## src/vsc_map.svh

```systemverilog
// offsets, field positions and reset values of the video switch register bank
`ifndef VSC_MAP_SVH
`define VSC_MAP_SVH
`define VSC_OFS_MODE        8'h02
`define VSC_OFS_CTRL        8'h03
`define VSC_OFS_RSVD_A      8'h04
`define VSC_OFS_RSVD_B      8'h05
`define VSC_OFS_RSVD_C      8'h06
`define VSC_MODE_RST        8'h00
`define VSC_CTRL_RST        8'h08
`define VSC_MODE_WMASK      8'hFB
`define VSC_CTRL_WMASK      8'hF8
`define VSC_RSVD_RDVAL      8'h00
`define VSC_UNMAPPED_RDVAL  8'h00
`define VSC_MODE_PWR_HI     7
`define VSC_MODE_PWR_LO     6
`define VSC_MODE_AUTO       5
`define VSC_MODE_PRIO_HI    4
`define VSC_MODE_PRIO_LO    3
`define VSC_MODE_RSVD       2
`define VSC_MODE_EDGE_HI    1
`define VSC_MODE_EDGE_LO    0
`define VSC_CTRL_CLKDET_DIS 7
`define VSC_CTRL_PORT_HI    6
`define VSC_CTRL_PORT_LO    5
`define VSC_CTRL_DDC_HI     4
`define VSC_CTRL_DDC_LO     3
`define VSC_DDC_CODE_R2     2'h0
`define VSC_DDC_CODE_R3     2'h1
`define VSC_DDC_CODE_UNDEF  2'h2
`define VSC_DDC_CODE_R1     2'h3
`define VSC_SYNC_RST        1'h0
`endif

```

## src/vsc_pkg.sv

```systemverilog
// shared types of the video switch register bank
package vsc_pkg;
    typedef logic [1:0] vsc_port_t;
    typedef logic [3:0] vsc_pmask_t;
    typedef enum logic [1:0] {
        VSC_EDGE_FAST = 2'h0,
        VSC_EDGE_P50  = 2'h1,
        VSC_EDGE_P100 = 2'h2,
        VSC_EDGE_P120 = 2'h3
    } vsc_edge_t;
    typedef enum logic [1:0] {
        VSC_DDC_UNDEF = 2'h0,
        VSC_DDC_R1    = 2'h1,
        VSC_DDC_R2    = 2'h2,
        VSC_DDC_R3    = 2'h3
    } vsc_ddc_range_t;
endpackage

```

## src/vsc_sel_if.sv

```systemverilog
// port selection request and answer between register bank and selector
`timescale 1ns/1ps
interface vsc_sel_if;
    logic               auto_en;
    vsc_pkg::vsc_port_t prio;
    vsc_pkg::vsc_port_t manual;
    vsc_pkg::vsc_pmask_t power;
    vsc_pkg::vsc_port_t pick;
    modport ctl (output auto_en, output prio, output manual, output power, input pick);
    modport sel (input auto_en, input prio, input manual, input power, output pick);
endinterface

```

## src/vsc_port_pick.sv

```systemverilog
// active port choice: manual field, or priority port first then rotating scan
`timescale 1ns/1ps
module vsc_port_pick (
    vsc_sel_if.sel sel
);
    vsc_pkg::vsc_port_t cand;
    vsc_pkg::vsc_port_t auto_pick;
    logic               found;

    // unpowered ports everywhere: stay on the priority port
    always_comb
    begin
        auto_pick = sel.prio;
        found     = 1'h0;
        cand      = sel.prio;
        for (int i = 0; i < 4; i++)
        begin
            cand = 2'(sel.prio + 2'(i));
            if (!found && sel.power[cand])
            begin
                auto_pick = cand;
                found     = 1'h1;
            end
        end
    end

    assign sel.pick = sel.auto_en ? auto_pick : sel.manual;
endmodule

```

## src/vsc_regs.sv

```systemverilog
// register bank and port steering of the four-port video input switch
`timescale 1ns/1ps
`include "vsc_map.svh"

module vsc_regs (
    input  wire logic                     mclk,
    input  wire logic                     rst,
    input  wire logic [7:0]               reg_addr,
    input  wire logic                     reg_wr,
    input  wire logic [7:0]               reg_wdata,
    input  wire logic                     reg_rd,
    output logic      [7:0]               reg_rdata,
    input  wire logic [3:0]               source_power_sense,
    input  wire logic [3:0]               clk_detect_raw,
    output logic      [1:0]               active_port,
    output logic      [3:0]               port_enable,
    output logic      [3:0]               clk_term_en,
    output logic      [3:0]               data_term_en,
    output logic                          clk_valid_status,
    output vsc_pkg::vsc_edge_t            edge_rate,
    output vsc_pkg::vsc_ddc_range_t       ddc_offset_range_select,
    output logic      [1:0]               power_mode,
    output logic                          auto_select
);
    logic [7:0]              mode_r;
    logic [7:0]              mode_nxt;
    logic [7:0]              ctrl_r;
    logic [7:0]              ctrl_nxt;
    logic [7:0]              rdata_r;
    logic [7:0]              rdata_nxt;
    vsc_pkg::vsc_port_t      act_r;
    logic [3:0]              data_term_r;
    logic                    clk_stat_r;
    vsc_pkg::vsc_ddc_range_t ddc_r;
    vsc_pkg::vsc_ddc_range_t ddc_nxt;
    logic [3:0]              power_s;
    logic [3:0]              clkdet_s;
    logic                    hit_mode;
    logic                    hit_ctrl;
    logic                    hit_rsvd;
    logic                    clkdet_dis;
    logic                    sel_clk_ok;
    logic [3:0]              act_onehot;
    logic [3:0]              data_term_nxt;
    logic [1:0]              ddc_code;

    vsc_sel_if sel_bus ();

    vsc_sync #(.W(4)) u_sync_pwr (
        .mclk (mclk),
        .rst  (rst),
        .din  (source_power_sense),
        .dout (power_s)
    );

    vsc_sync #(.W(4)) u_sync_clk (
        .mclk (mclk),
        .rst  (rst),
        .din  (clk_detect_raw),
        .dout (clkdet_s)
    );

    vsc_port_pick u_pick (
        .sel (sel_bus.sel)
    );

    // address decode
    assign hit_mode = (reg_addr == `VSC_OFS_MODE);
    assign hit_ctrl = (reg_addr == `VSC_OFS_CTRL);
    assign hit_rsvd = (reg_addr == `VSC_OFS_RSVD_A) || (reg_addr == `VSC_OFS_RSVD_B)
                   || (reg_addr == `VSC_OFS_RSVD_C);

    // reserved mode bit forced low so a stray host write cannot reach the core
    assign mode_nxt = (reg_wr && hit_mode) ? (reg_wdata & `VSC_MODE_WMASK) : mode_r;
    assign ctrl_nxt = (reg_wr && hit_ctrl) ? (reg_wdata & `VSC_CTRL_WMASK) : ctrl_r;
    // reserved offsets have no write path at all

    assign rdata_nxt = !reg_rd  ? rdata_r
                     : hit_mode ? mode_r
                     : hit_ctrl ? ctrl_r
                     : hit_rsvd ? `VSC_RSVD_RDVAL
                     :            `VSC_UNMAPPED_RDVAL;

    // selector request
    assign sel_bus.auto_en = mode_r[`VSC_MODE_AUTO];
    assign sel_bus.prio    = mode_r[`VSC_MODE_PRIO_HI:`VSC_MODE_PRIO_LO];
    assign sel_bus.manual  = ctrl_r[`VSC_CTRL_PORT_HI:`VSC_CTRL_PORT_LO];
    assign sel_bus.power   = power_s;

    assign clkdet_dis = ctrl_r[`VSC_CTRL_CLKDET_DIS];
    assign sel_clk_ok = clkdet_s[act_r];
    assign act_onehot = 4'h1 << act_r;
    // data lines gated by the seen clock unless detection is switched off
    assign data_term_nxt = (clkdet_dis || sel_clk_ok) ? act_onehot : 4'h0;

    assign ddc_code = ctrl_r[`VSC_CTRL_DDC_HI:`VSC_CTRL_DDC_LO];
    always_comb
    begin
        unique case (ddc_code)
            `VSC_DDC_CODE_R2: ddc_nxt = vsc_pkg::VSC_DDC_R2;
            `VSC_DDC_CODE_R3: ddc_nxt = vsc_pkg::VSC_DDC_R3;
            `VSC_DDC_CODE_R1: ddc_nxt = vsc_pkg::VSC_DDC_R1;
            `VSC_DDC_CODE_UNDEF: ddc_nxt = vsc_pkg::VSC_DDC_UNDEF;
        endcase
    end

    always_ff @(posedge mclk)
    begin
        if (rst)
        begin
            mode_r <= `VSC_MODE_RST;
            ctrl_r <= `VSC_CTRL_RST;
            rdata_r <= `VSC_UNMAPPED_RDVAL;
        end
        else
        begin
            mode_r <= mode_nxt;
            ctrl_r <= ctrl_nxt;
            rdata_r <= rdata_nxt;
        end
    end

    // steering outputs lag the register contents by one cycle, two after the write; data_term_en and clk_valid_status lag active_port by one more
    always_ff @(posedge mclk)
    begin
        if (rst)
        begin
            act_r <= 2'h0;
            data_term_r <= 4'h0;
            clk_stat_r <= 1'h0;
            ddc_r <= vsc_pkg::VSC_DDC_R3;
        end
        else
        begin
            act_r <= sel_bus.pick;
            data_term_r <= data_term_nxt;
            clk_stat_r <= clkdet_dis || sel_clk_ok;
            ddc_r <= ddc_nxt;
        end
    end

    assign reg_rdata               = rdata_r;
    assign active_port             = act_r;
    assign port_enable             = act_onehot;
    assign clk_term_en             = act_onehot;
    assign data_term_en            = data_term_r;
    assign clk_valid_status        = clk_stat_r;
    assign edge_rate = vsc_pkg::vsc_edge_t'(mode_r[`VSC_MODE_EDGE_HI:`VSC_MODE_EDGE_LO]);
    assign ddc_offset_range_select = ddc_r;
    assign power_mode              = mode_r[`VSC_MODE_PWR_HI:`VSC_MODE_PWR_LO];
    assign auto_select             = mode_r[`VSC_MODE_AUTO];
endmodule

```

## src/vsc_sync.sv

```systemverilog
// two flip-flop synchroniser for pin inputs, one stage pair per bit
`timescale 1ns/1ps
`include "vsc_map.svh"
module vsc_sync #(
    parameter int W = 4
) (
    input  wire logic         mclk,
    input  wire logic         rst,
    input  wire logic [W-1:0] din,
    output logic      [W-1:0] dout
);
    genvar b;
    generate
        for (b = 0; b < W; b++)
        begin : g_bit
            logic meta_r;
            logic safe_r;
            always_ff @(posedge mclk)
            begin
                if (rst)
                begin
                    meta_r <= `VSC_SYNC_RST;
                    safe_r <= `VSC_SYNC_RST;
                end
                else
                begin
                    meta_r <= din[b];
                    safe_r <= meta_r;
                end
            end
            assign dout[b] = safe_r;
        end
    endgenerate
endmodule
```

## config.mk

```make
export PLATFORM = sky130hd
export DESIGN_NAME = vsc_regs
export DESIGN_NICKNAME = d
export VERILOG_FILES = /design/src/vsc_pkg.sv /design/src/vsc_sel_if.sv /design/src/vsc_port_pick.sv /design/src/vsc_regs.sv /design/src/vsc_sync.sv
export VERILOG_INCLUDE_DIRS = /design/src
export SDC_FILE = /design/constraint.sdc
export NUM_CORES = 1
export LEC_CHECK = 0
export BUFFER_PORTS_ARGS = -buffer_cell sky130_fd_sc_hd__buf_2
export CORE_UTILIZATION = 50
export CTS_BUF_LIST = sky130_fd_sc_hd__clkbuf_16
export DETAILED_ROUTE_END_ITERATION = 10
export HOLD_SLACK_MARGIN = 0.03
export PLACE_DENSITY = 0.79
export SETUP_SLACK_MARGIN = 0.02
export SLEW_MARGIN = 10
export SYNTH_ARGS = -nofsm -noshare
export SYNTH_HDL_FRONTEND = slang
export SYNTH_SLANG_ARGS = --single-unit
```

## constraint.sdc

```tcl
create_clock -name mclk -period 4.6 [get_ports mclk]
set_clock_uncertainty 0.05 [all_clocks]
set_input_delay 0.46 -clock mclk [delete_from_list [all_inputs] [get_ports mclk]]
set_output_delay 0.46 -clock mclk [all_outputs]
set_load 0.03 [all_outputs]
```

==> flow_summary.json, run 1 <==
{
  "hold_path_startpoint": "clk_detect_raw[1]",
  "final_common_cell": "buf_2",
  "die_width_microns": 61.23,
  "synth_adder_area_share": 0,
  "clock_tree.htree_level_count": 2,
  "dr_total_vias": 1328,
  "post_cts_resize_count": 0,
  "outcome": "finished, final reports clean",
  "routed_via_density": 4.919,
  "post_route_cells_drive_above_1_share": 0.3214,
  "number_of_setup_buffers_added_after_cts": 0,
  "dp_hpwl_mm": 2.071,
  "setup.worst_path.class": "primary input to flip-flop",
  "finalCritPeriodShare": 0.3793,
  "fp.dieArea_sq_um": 3749,
  "grt_antenna_before_repair": 0,
  "worst_ep_arrival_time_ps": 1830,
  "clock_sinks": 44,
  "clock_latency_on_the_worst_skew_pair_ps": 280,
  "endpoint_kind": "flip-flop",
  "leakage_nw": 0.9570,
  "placed_cells": 262,
  "detail_route.wirelength.met1_mm": 1.345,
  "hold_bufs_at_cts": 0,
  "drt_iter0_drc": 37,
  "r2r-end": "clk_valid_status",
  "max_cap_violations": 0,
  "number_of_pins_exceeding_their_max_slew_limit_in_the_final_report": 0,
  "hold_crit_class": "primary input to flip-flop",
  "setup_total_negative_slack_ps": 0,
  "synth_warnings": 0,
  "flow.area_growth_from_synthesis_pct": 22.68,
  "critical_path_required_ps": 4680,
  "worst-path-buf-inv": 1,
  "cpPeakStageDelay_ps": 570,
  "start_util": 0.5257,
  "insertedDiodeCount": 0,
  "synth_simple_gate_area_frac": 0.2746,
  "first_global_vias": 1093,
  "grt_use_total": 0.1709,
  "critical-path-top-delay-family": "simple AND/OR/NAND/NOR gates",
  "setup-violations-final": 0,
  "routed_wire_length_per_instance_microns": 11.19,
  "synth_top_family_by_area": "simple AND/OR/NAND/NOR gates",
  "ys_seq_elements": 44,
  "number_of_buffers_on_the_longest_clock_path": 2,
  "grt_overflow": 0,
  "io_pins": 58,
  "post_synth_xor_area_fraction": 0,
  "met2RoutedLength_mm": 1.469,
  "path_cells": "buf_2 > or4_4 > nor3_4 > mux2i_1 > nor2_1",
  "power-per-cell-area_nw_per_um2": 377.8,
  "std_cell_rows": 21,
  "hold_ws_ps": 335.7,
  "count_of_buffers_inserted_at_the_top_level_ports": 55,
  "detailedPlace.worstSlack_ps": 2581,
  "r2r_slack_ps": 3250,
  "firstDrtPassIters": 4,
  "cts_tree": "done",
  "fmax_mhz": 573.1,
  "totalWireLength_mm": 3.021,
  "critical_path.startpoint_type": "primary input",
  "r2r-start": "active_port[0]",
  "finalNetCount": 251,
  "worstPathMaxFanout": 6,
  "rsz0062_at_grt": "no",
  "syn-instance-count": 178,
  "setup_ws_ps": 2855,
  "post-route-min-period_ps": 1745,
  "floorplan.die.height_microns": 61.23,
  "pin_count_of_the_biggest_net_entering_global_routing": 51,
  "gp_congestion": 0.6926,
  "number_of_hold_slack_violations_in_the_final_timing_report": 0,
  "clkSlewWorstSetupHoldPaths_ps": 60,
  "worst-slew-pin-transition_ps": 770.8,
  "placeableCoreArea_sq_um": 3337,
  "tritoncts.num_buffers": 5,
  "max-vdd-ir-drop_mv": 0.2713,
  "postRouteAntennaNets": 0,
  "yosys.cell_types.count": 29,
  "instances_no_fill": 270,
  "num-fill-cells": 295,
  "syn_area_per_cell_sq_um": 9.855,
  "share_of_the_synthesized_area_in_compound_gates_ao_oa_aoi_oai": 0.05991,
  "reg2regPathDepth": 3,
  "worstHoldPathCells": 2,
  "timing.max_slew.rel_slack": 0.4861,
  "synth.yosys.seq_area_share": 0.5021,
  "most-common-layout-cells": "55 x buf_2, 44 x dfxtp_1, 23 x nand2b_1, 20 x nor2b_1, 16 x nor2_1",
  "timing.hold.worst_endpoint": "u_sync_clk.g_bit[1].meta_r",
  "slowest_library_cell_on_the_worst_path": "or4_4",
  "clock_tree.root_cell": "clkbuf_16",
  "max_used_layer": "met4",
  "grt_first_pass_wirelength_mm": 4.560,
  "detailroute.wirelength.met3_microns": 182,
  "drc": 0,
  "muxShareOfSynthArea": 0.1013,
  "syn_nets": 206,
  "netlist_area_sq_um": 1754
}
## sequential cells by signal (all words and copies together), names as in the netlist
name and flops:
active_port 2, u_sync_pwr.g_bit.safe_r 4, u_sync_clk.g_bit.safe_r 4, clk_valid_status 1, reg_rdata 7, u_sync_pwr.g_bit.meta_r 4
u_sync_clk.g_bit.meta_r 4, ctrl_r 5, mode_r 7, ddc_offset_range_select 2, data_term_en 4
## worst register-to-register path, delay by kind of cell, from the launching register on
kind | cells | cell delay, ps
and+or+nand+nor | 2 | 130
DFF | 1 | 490
muxes | 1 | 540
## layer usage
layer / vias to the layer above / track usage
met3: 5 / 0.05672
met4: 0 / 0.06818
li1: 671 / -
met2: 41 / 0.3090
met1: 611 / 0.1827
met5: - / 0
## logic make-up after synthesis
family | count (synthesis)
flip-flops | 44
AND/OR/NAND/NOR | 80
AO/OA/AOI/OAI | 18
other | 1
multiplexers | 16
buffers and inverters | 19
## how the worst max path moves through the flow
stage	start	endpoint	slack (ps)	depth (start not counted)
2_1_floorplan	active_port[0]	port_enable[1]	2520	3
6_report	reg_addr[5]	ctrl_r[7]	2860	5
5_1_grt	active_port[0]	port_enable[1]	2790	2
3_3_place_gp	reg_addr[5]	ctrl_r[7]	2600	5
4_1_cts	reg_addr[5]	ctrl_r[7]	2850	5
3_5_place_dp	reg_addr[5]	ctrl_r[6]	2580	5
## power breakdown
| part | switching, W | internal (W) |
|---|---|---|
| Combinational | 0.0000204 | 0.0000198 |
| Sequential | 0.00000273 | 0.000388 |
| Clock | 0.000130 | 0.000252 |
## area by class of cell
cell class / instances / area [sq um] / area share
flip-flops and latches: 44 / 880.8 / 0.4093
multi-input cells: 115 / 768.2 / 0.3570
repair buffers: 55 / 275.3 / 0.1279
clock buffers: 5 / 125.1 / 0.05814
well taps: 46 / 57.56 / 0.02674
clock inverters: 3 / 37.54 / 0.01744
inverters: 2 / 7.507 / 0.003488
## synth_stat cells
cell type | count | area share
or3b_2 | 1 | 0.0050
nor3_1 | 1 | 0.0029
mux2_2 | 4 | 0.026
conb_1 | 1 | 0.0021
dfxtp_1 | 44 | 0.50
a311oi_1 | 1 | 0.0050
o32ai_1 | 1 | 0.0050
mux2i_1 | 11 | 0.063
a21oi_1 | 9 | 0.026
nor2_1 | 16 | 0.034
nor4bb_1 | 1 | 0.0057
and2_1 | 1 | 0.0036
or2_2 | 1 | 0.0036
nand2_1 | 2 | 0.0043
nor4_1 | 1 | 0.0036
nand3_1 | 7 | 0.020
nor2b_1 | 20 | 0.071
or4_4 | 1 | 0.0064
o21ai_0 | 5 | 0.014
nand2b_1 | 23 | 0.082
nor4b_1 | 2 | 0.010
inv_1 | 2 | 0.0043
o311ai_0 | 1 | 0.0050
nand2_2 | 1 | 0.0036
clkbuf_1 | 8 | 0.017
mux4_2 | 1 | 0.013
nor3_4 | 2 | 0.019
a211o_1 | 1 | 0.0050
buf_4 | 9 | 0.039
## per-stage QoR
stage,util,instance area [sq um],power [W]
CTS,0.6449,2152,0.0008216
floorplan,-,1754,0.0004251
global placement,0.5962,1989,0.0004386
finish,0.6449,2152,0.0008130
detailed placement,0.5962,1989,0.0004398
global route,0.6449,2152,0.0008447
Note: power is estimated with default switching activity, not from simulation.
==> inputs of run 2 (changes only) <==
--- a/config.mk
+++ b/config.mk
@@ -7,11 +7,11 @@
 export NUM_CORES = 1
 export LEC_CHECK = 0
 export BUFFER_PORTS_ARGS = -buffer_cell sky130_fd_sc_hd__buf_2
-export CORE_UTILIZATION = 50
+export CORE_UTILIZATION = 49
 export CTS_BUF_LIST = sky130_fd_sc_hd__clkbuf_16
 export DETAILED_ROUTE_END_ITERATION = 10
 export HOLD_SLACK_MARGIN = 0.03
-export PLACE_DENSITY = 0.79
+export PLACE_DENSITY = 0.78
 export SETUP_SLACK_MARGIN = 0.02
 export SLEW_MARGIN = 10
 export SYNTH_ARGS = -nofsm -noshare
==> constraint.sdc (replaced) <==
create_clock -name mclk -period 1.78 [get_ports mclk]
set_clock_uncertainty 0.05 [all_clocks]
set_input_delay 0.178 -clock mclk [delete_from_list [all_inputs] [get_ports mclk]]
set_output_delay 0.178 -clock mclk [all_outputs]
set_load 0.03 [all_outputs]
==> flow_summary.json, run 2 (synthesis results as in run 1) <==
{
  "outcome": "finished, final reports clean",
  "firstDrtPassIters": 4,
  "pin_count_of_the_biggest_net_entering_global_routing": 36,
  "floorplan.die.height_microns": 61.83,
  "postRouteAntennaNets": 0,
  "fp.dieArea_sq_um": 3823,
  "grt_use_total": 0.1772,
  "worst-path-buf-inv": 1,
  "grt_overflow": 0,
  "std_cell_rows": 21,
  "setup-violations-final": 0,
  "cpPeakStageDelay_ps": 500,
  "path_cells": "nor2b_1 > buf_2",
  "max_cap_violations": 0,
  "routed_wire_length_per_instance_microns": 11.46,
  "die_width_microns": 61.83,
  "routed_via_density": 4.856,
  "io_pins": 58,
  "tritoncts.num_buffers": 5,
  "hold_crit_class": "primary input to flip-flop",
  "setup.worst_path.class": "flip-flop to output pin",
  "dr_total_vias": 1316,
  "post_route_cells_drive_above_1_share": 0.3378,
  "insertedDiodeCount": 0,
  "finalCritPeriodShare": 0.7978,
  "grt_first_pass_wirelength_mm": 4.705,
  "critical-path-top-delay-family": "flip-flops",
  "leakage_nw": 0.9782,
  "cts_tree": "done",
  "fmax_mhz": 704.2,
  "number_of_pins_exceeding_their_max_slew_limit_in_the_final_report": 0,
  "critical_path.startpoint_type": "flip-flop",
  "endpoint_kind": "output pin",
  "number_of_hold_slack_violations_in_the_final_timing_report": 0,
  "slowest_library_cell_on_the_worst_path": "dfxtp_1",
  "power-per-cell-area_nw_per_um2": 1025,
  "gp_congestion": 0.7704,
  "number_of_setup_buffers_added_after_cts": 0,
  "grt_antenna_before_repair": 0,
  "worst_ep_arrival_time_ps": 1190,
  "critical_path_required_ps": 1550,
  "most-common-layout-cells": "55 x buf_2, 44 x dfxtp_1, 23 x nand2b_1, 19 x nor2b_1, 16 x nor2_1",
  "drc": 0,
  "report.power.total_w": 0.002246,
  "clkSlewWorstSetupHoldPaths_ps": 60,
  "clock_sinks": 44,
  "flow.area_growth_from_synthesis_pct": 24.96,
  "rsz0062_at_grt": "no",
  "dp_hpwl_mm": 2.048,
  "setup_total_negative_slack_ps": 0,
  "finalNetCount": 253,
  "placeableCoreArea_sq_um": 3390,
  "start_util": 0.5175,
  "clock_tree.htree_level_count": 2,
  "count_of_buffers_inserted_at_the_top_level_ports": 55,
  "worstPathMaxFanout": 10,
  "drt_iter0_drc": 38,
  "number_of_buffers_on_the_longest_clock_path": 2,
  "clock_latency_on_the_worst_skew_pair_ps": 280,
  "post_cts_resize_count": 0,
  "totalWireLength_mm": 3.105,
  "clock_tree.root_cell": "clkbuf_16",
  "post-route-min-period_ps": 1420,
  "hold_bufs_at_cts": 0,
  "finish.utilization": 0.6467,
  "final_common_cell": "buf_2",
  "first_global_vias": 1096,
  "max-vdd-ir-drop_mv": 0.7176
}
-- run 2: changes by cell type in the layout (fill, tap and decap cells not counted), sizes merged --
cell / delta
buf: +2
clkinv: -2
bufinv: +1
-- run 2: worst paths after layout --
check / cells after the start / start / slack [ps] / endpoint
hold / removal: 2 / source_power_sense[0] / 50 / u_sync_pwr.g_bit[0].meta_r
setup reg to reg: 3 / active_port[0] / 450 / clk_valid_status
setup / recovery: 2 / active_port[1] / 360 / clk_term_en[2]
hold reg to reg: 1 / u_sync_clk.g_bit[0].meta_r / 380 / u_sync_clk.g_bit[0].safe_r
-- run 2: layout make-up --
| cell class | count | area [sq um] |
|---|---|---|
| fill | 272 | 1197 |
| multi-input combinational | 115 | 770.7 |
| clock buffer | 5 | 125.1 |
| timing repair buffer | 57 | 290.3 |
| tap | 46 | 57.56 |
| sequential | 44 | 880.8 |
| clock inverter | 2 | 60.06 |
| inverter | 2 | 7.507 |
-- run 2: per-stage QoR --
stage	hold slack, ps	instances	area, sq um	setup slack [ps]
final	54.82	271	2192	359.9
after global routing	57.17	271	2192	244.2
after CTS	51.93	271	2192	343.4
after detailed placement	340.1	264	2007	125.7
after global placement	337.4	264	2007	148.8
after floorplan	245.5	178	1757	114.3
-- run 2: layer usage --
| layer | up-vias | GRT usage | wire, microns |
|---|---|---|---|
| met2 | 32 | 0.2873 | 1506 |
| li1 | 677 | - | - |
| met5 | - | 0 | 0 |
| met3 | 4 | 0.06418 | 139 |
| met1 | 603 | 0.2057 | 1406 |
| met4 | 0 | 0.09206 | 53 |
-- run 2: where the power goes --
group	total, W	internal [W]	switching (W)
sequential	0.00101	0.00100	0.00000731
combinational	0.000105	0.0000524	0.0000529
clock	0.00113	0.000795	0.000336
-- run 2: worst register-to-register path, delay by kind of cell (launching register included) --
kind          cells  cell delay (ps)
mux               1              540
flops             1              500
simple gates      2              140
==> inputs of run 3 (changes only) <==
==> constraint.sdc (replaced) <==
create_clock -name mclk -period 1.43 [get_ports mclk]
set_clock_uncertainty 0.05 [all_clocks]
set_input_delay 0.143 -clock mclk [delete_from_list [all_inputs] [get_ports mclk]]
set_output_delay 0.143 -clock mclk [all_outputs]
set_load 0.03 [all_outputs]
==> flow_summary.json, run 3 (synthesis results as in run 1) <==
{
  "postRouteAntennaNets": 0,
  "flow.area_growth_from_synthesis_pct": 29.10,
  "insertedDiodeCount": 0,
  "outcome": "finished, final reports clean",
  "grt_use_total": 0.1870,
  "drc": 0,
  "power-per-cell-area_nw_per_um2": 1091,
  "number_of_buffers_on_the_longest_clock_path": 2,
  "power_report.internal_total_w": 0.001962,
  "power.combinational.fraction": 0.061,
  "tritoncts.num_buffers": 5,
  "clkSlewWorstSetupHoldPaths_ps": 60,
  "endpoint_kind": "output pin",
  "r2r_slack_ps": 180,
  "dp_hpwl_mm": 2.308,
  "net-switching-power_w": 0.0005088,
  "worstPathMaxFanout": 9,
  "placed_cells": 268,
  "placeableCoreArea_sq_um": 3390,
  "clock_tree.htree_level_count": 2,
  "cpPeakStageDelay_ps": 340,
  "cts_tree": "done",
  "clock_sinks": 44,
  "gp_congestion": 0.7128,
  "instances_no_fill": 282,
  "report.power.total_w": 0.002471,
  "finalCritPeriodShare": 0.9156,
  "setup.worst_path.class": "flip-flop to output pin",
  "floorplan.die.height_microns": 61.83,
  "setup_ws_ps": 120.8,
  "io_pins": 58,
  "drt_iter0_drc": 38,
  "critical_path.startpoint_type": "flip-flop",
  "critical_path_required_ps": 1240,
  "post-route-min-period_ps": 1309,
  "top_usage_layer": "met2",
  "routed_wire_length_per_instance_microns": 11.61,
  "first_global_vias": 1280,
  "slowest_library_cell_on_the_worst_path": "dfxtp_2",
  "routed_via_density": 4.887,
  "pin_count_of_the_biggest_net_entering_global_routing": 29,
  "clock_latency_on_the_worst_skew_pair_ps": 280,
  "max_cap_violations": 0,
  "setup-violations-final": 0,
  "met3_usage": 0.06418,
  "hold_crit_class": "primary input to flip-flop",
  "number_of_hold_slack_violations_in_the_final_timing_report": 0,
  "std_cell_rows": 21,
  "path_cells": "buf_4 > nor2b_4 > buf_2",
  "most-common-layout-cells": "55 x buf_2, 42 x dfxtp_1, 23 x nand2b_1, 18 x nor2b_1, 15 x nor2_1",
  "dr_total_vias": 1378,
  "switching_share": 0.2059,
  "globalRouteMet1Util": 0.1819,
  "detailedPlace.worstSlack_ps": -128.4,
  "start_util": 0.5175,
  "num-fill-cells": 279,
  "fmax_mhz": 763.8,
  "seq_power_share": 0.510,
  "share_clk_of_total_power": 0.430,
  "die_width_microns": 61.83,
  "totalWireLength_mm": 3.273,
  "post_cts_resize_count": 0,
  "grt_overflow": 0,
  "final_common_cell": "buf_2",
  "setup_total_negative_slack_ps": 0,
  "max-vdd-ir-drop_mv": 0.7668,
  "clock_tree.root_cell": "clkbuf_16",
  "grt_antenna_before_repair": 0,
  "finalNetCount": 264,
  "rsz0062_at_grt": "no",
  "firstDrtPassIters": 4,
  "grt_first_pass_wirelength_mm": 5.037,
  "leakage_nw": 1.007,
  "fp.dieArea_sq_um": 3823,
  "grtUsageMet2": 0.3487,
  "worst_ep_arrival_time_ps": 1120,
  "count_of_buffers_inserted_at_the_top_level_ports": 55,
  "post_route_cells_drive_above_1_share": 0.3559,
  "number_of_pins_exceeding_their_max_slew_limit_in_the_final_report": 0
}
[run 3: changes by cell type in the layout (fill, tap and decap cells not counted), moves of 2 or more]
cell / previous run / this run
dlygate4sd3_1: 0 / 7
buf_4: 2 / 6
bufinv_16: 2 / 0
dfxtp_1: 44 / 42
dfxtp_2: 0 / 2
nor2b_4: 0 / 2
[run 3: worst paths after layout]
check / startpoint / end / cells past startpoint
setup reg to reg: mode_r[4] / active_port[1] / 4
setup / recovery: active_port[0] / port_enable[1] / 3
hold reg to reg: ctrl_r[4] / ddc_offset_range_select[1] / 1
hold / removal: source_power_sense[2] / u_sync_pwr.g_bit[2].meta_r / 2
[run 3: per-stage QoR]
step | utilization | hold slack [ps] | area, sq um
after global routing | 0.6681 | 40.09 | 2265
after global placement | 0.6069 | 301.2 | 2057
final | 0.6681 | 33.54 | 2265
after detailed placement | 0.6069 | 308.6 | 2057
after floorplan | - | 210.5 | 1780
after CTS | 0.6681 | 34.65 | 2265
[run 3: what timing repair did]
action,CTS,global route
endpoints found under the hold margin,7,0
buffers inserted,0,0
hold buffers,7,0
[run 3: final cells by class]
class	count	area (sq um)	share of cell area
tap	46	57.56	0.02541
multi-input combinational	115	788.3	0.3481
timing repair buffer	68	390.4	0.1724
clock inverter	2	12.51	0.005525
sequential	44	883.3	0.3901
inverter	2	7.507	0.003315
clock buffer	5	125.1	0.05525
[run 3: critical path: cells and delay by family, from the launching register on]
family	cells	cell delay, ps
buffers and inverters	2	350
flip-flops	1	340
AND/OR/NAND/NOR	1	140
[run 3: power by group through the flow]
stage,clock (W),sequential [W],combinational [W]
2_1_floorplan,0,0.00129,0.0000823
3_3_place_gp,0,0.00128,0.000133
3_5_place_dp,0,0.00129,0.000136
4_1_cts,0.00109,0.00126,0.000151
5_1_grt,0.00115,0.00126,0.000165
6_report,0.00106,0.00126,0.000150
[run 3: per-layer routing]
metal	share of wire	routed length, microns
met5	0	0
met1	0.43	1398
met4	0.023	74
met3	0.049	161
met2	0.50	1639
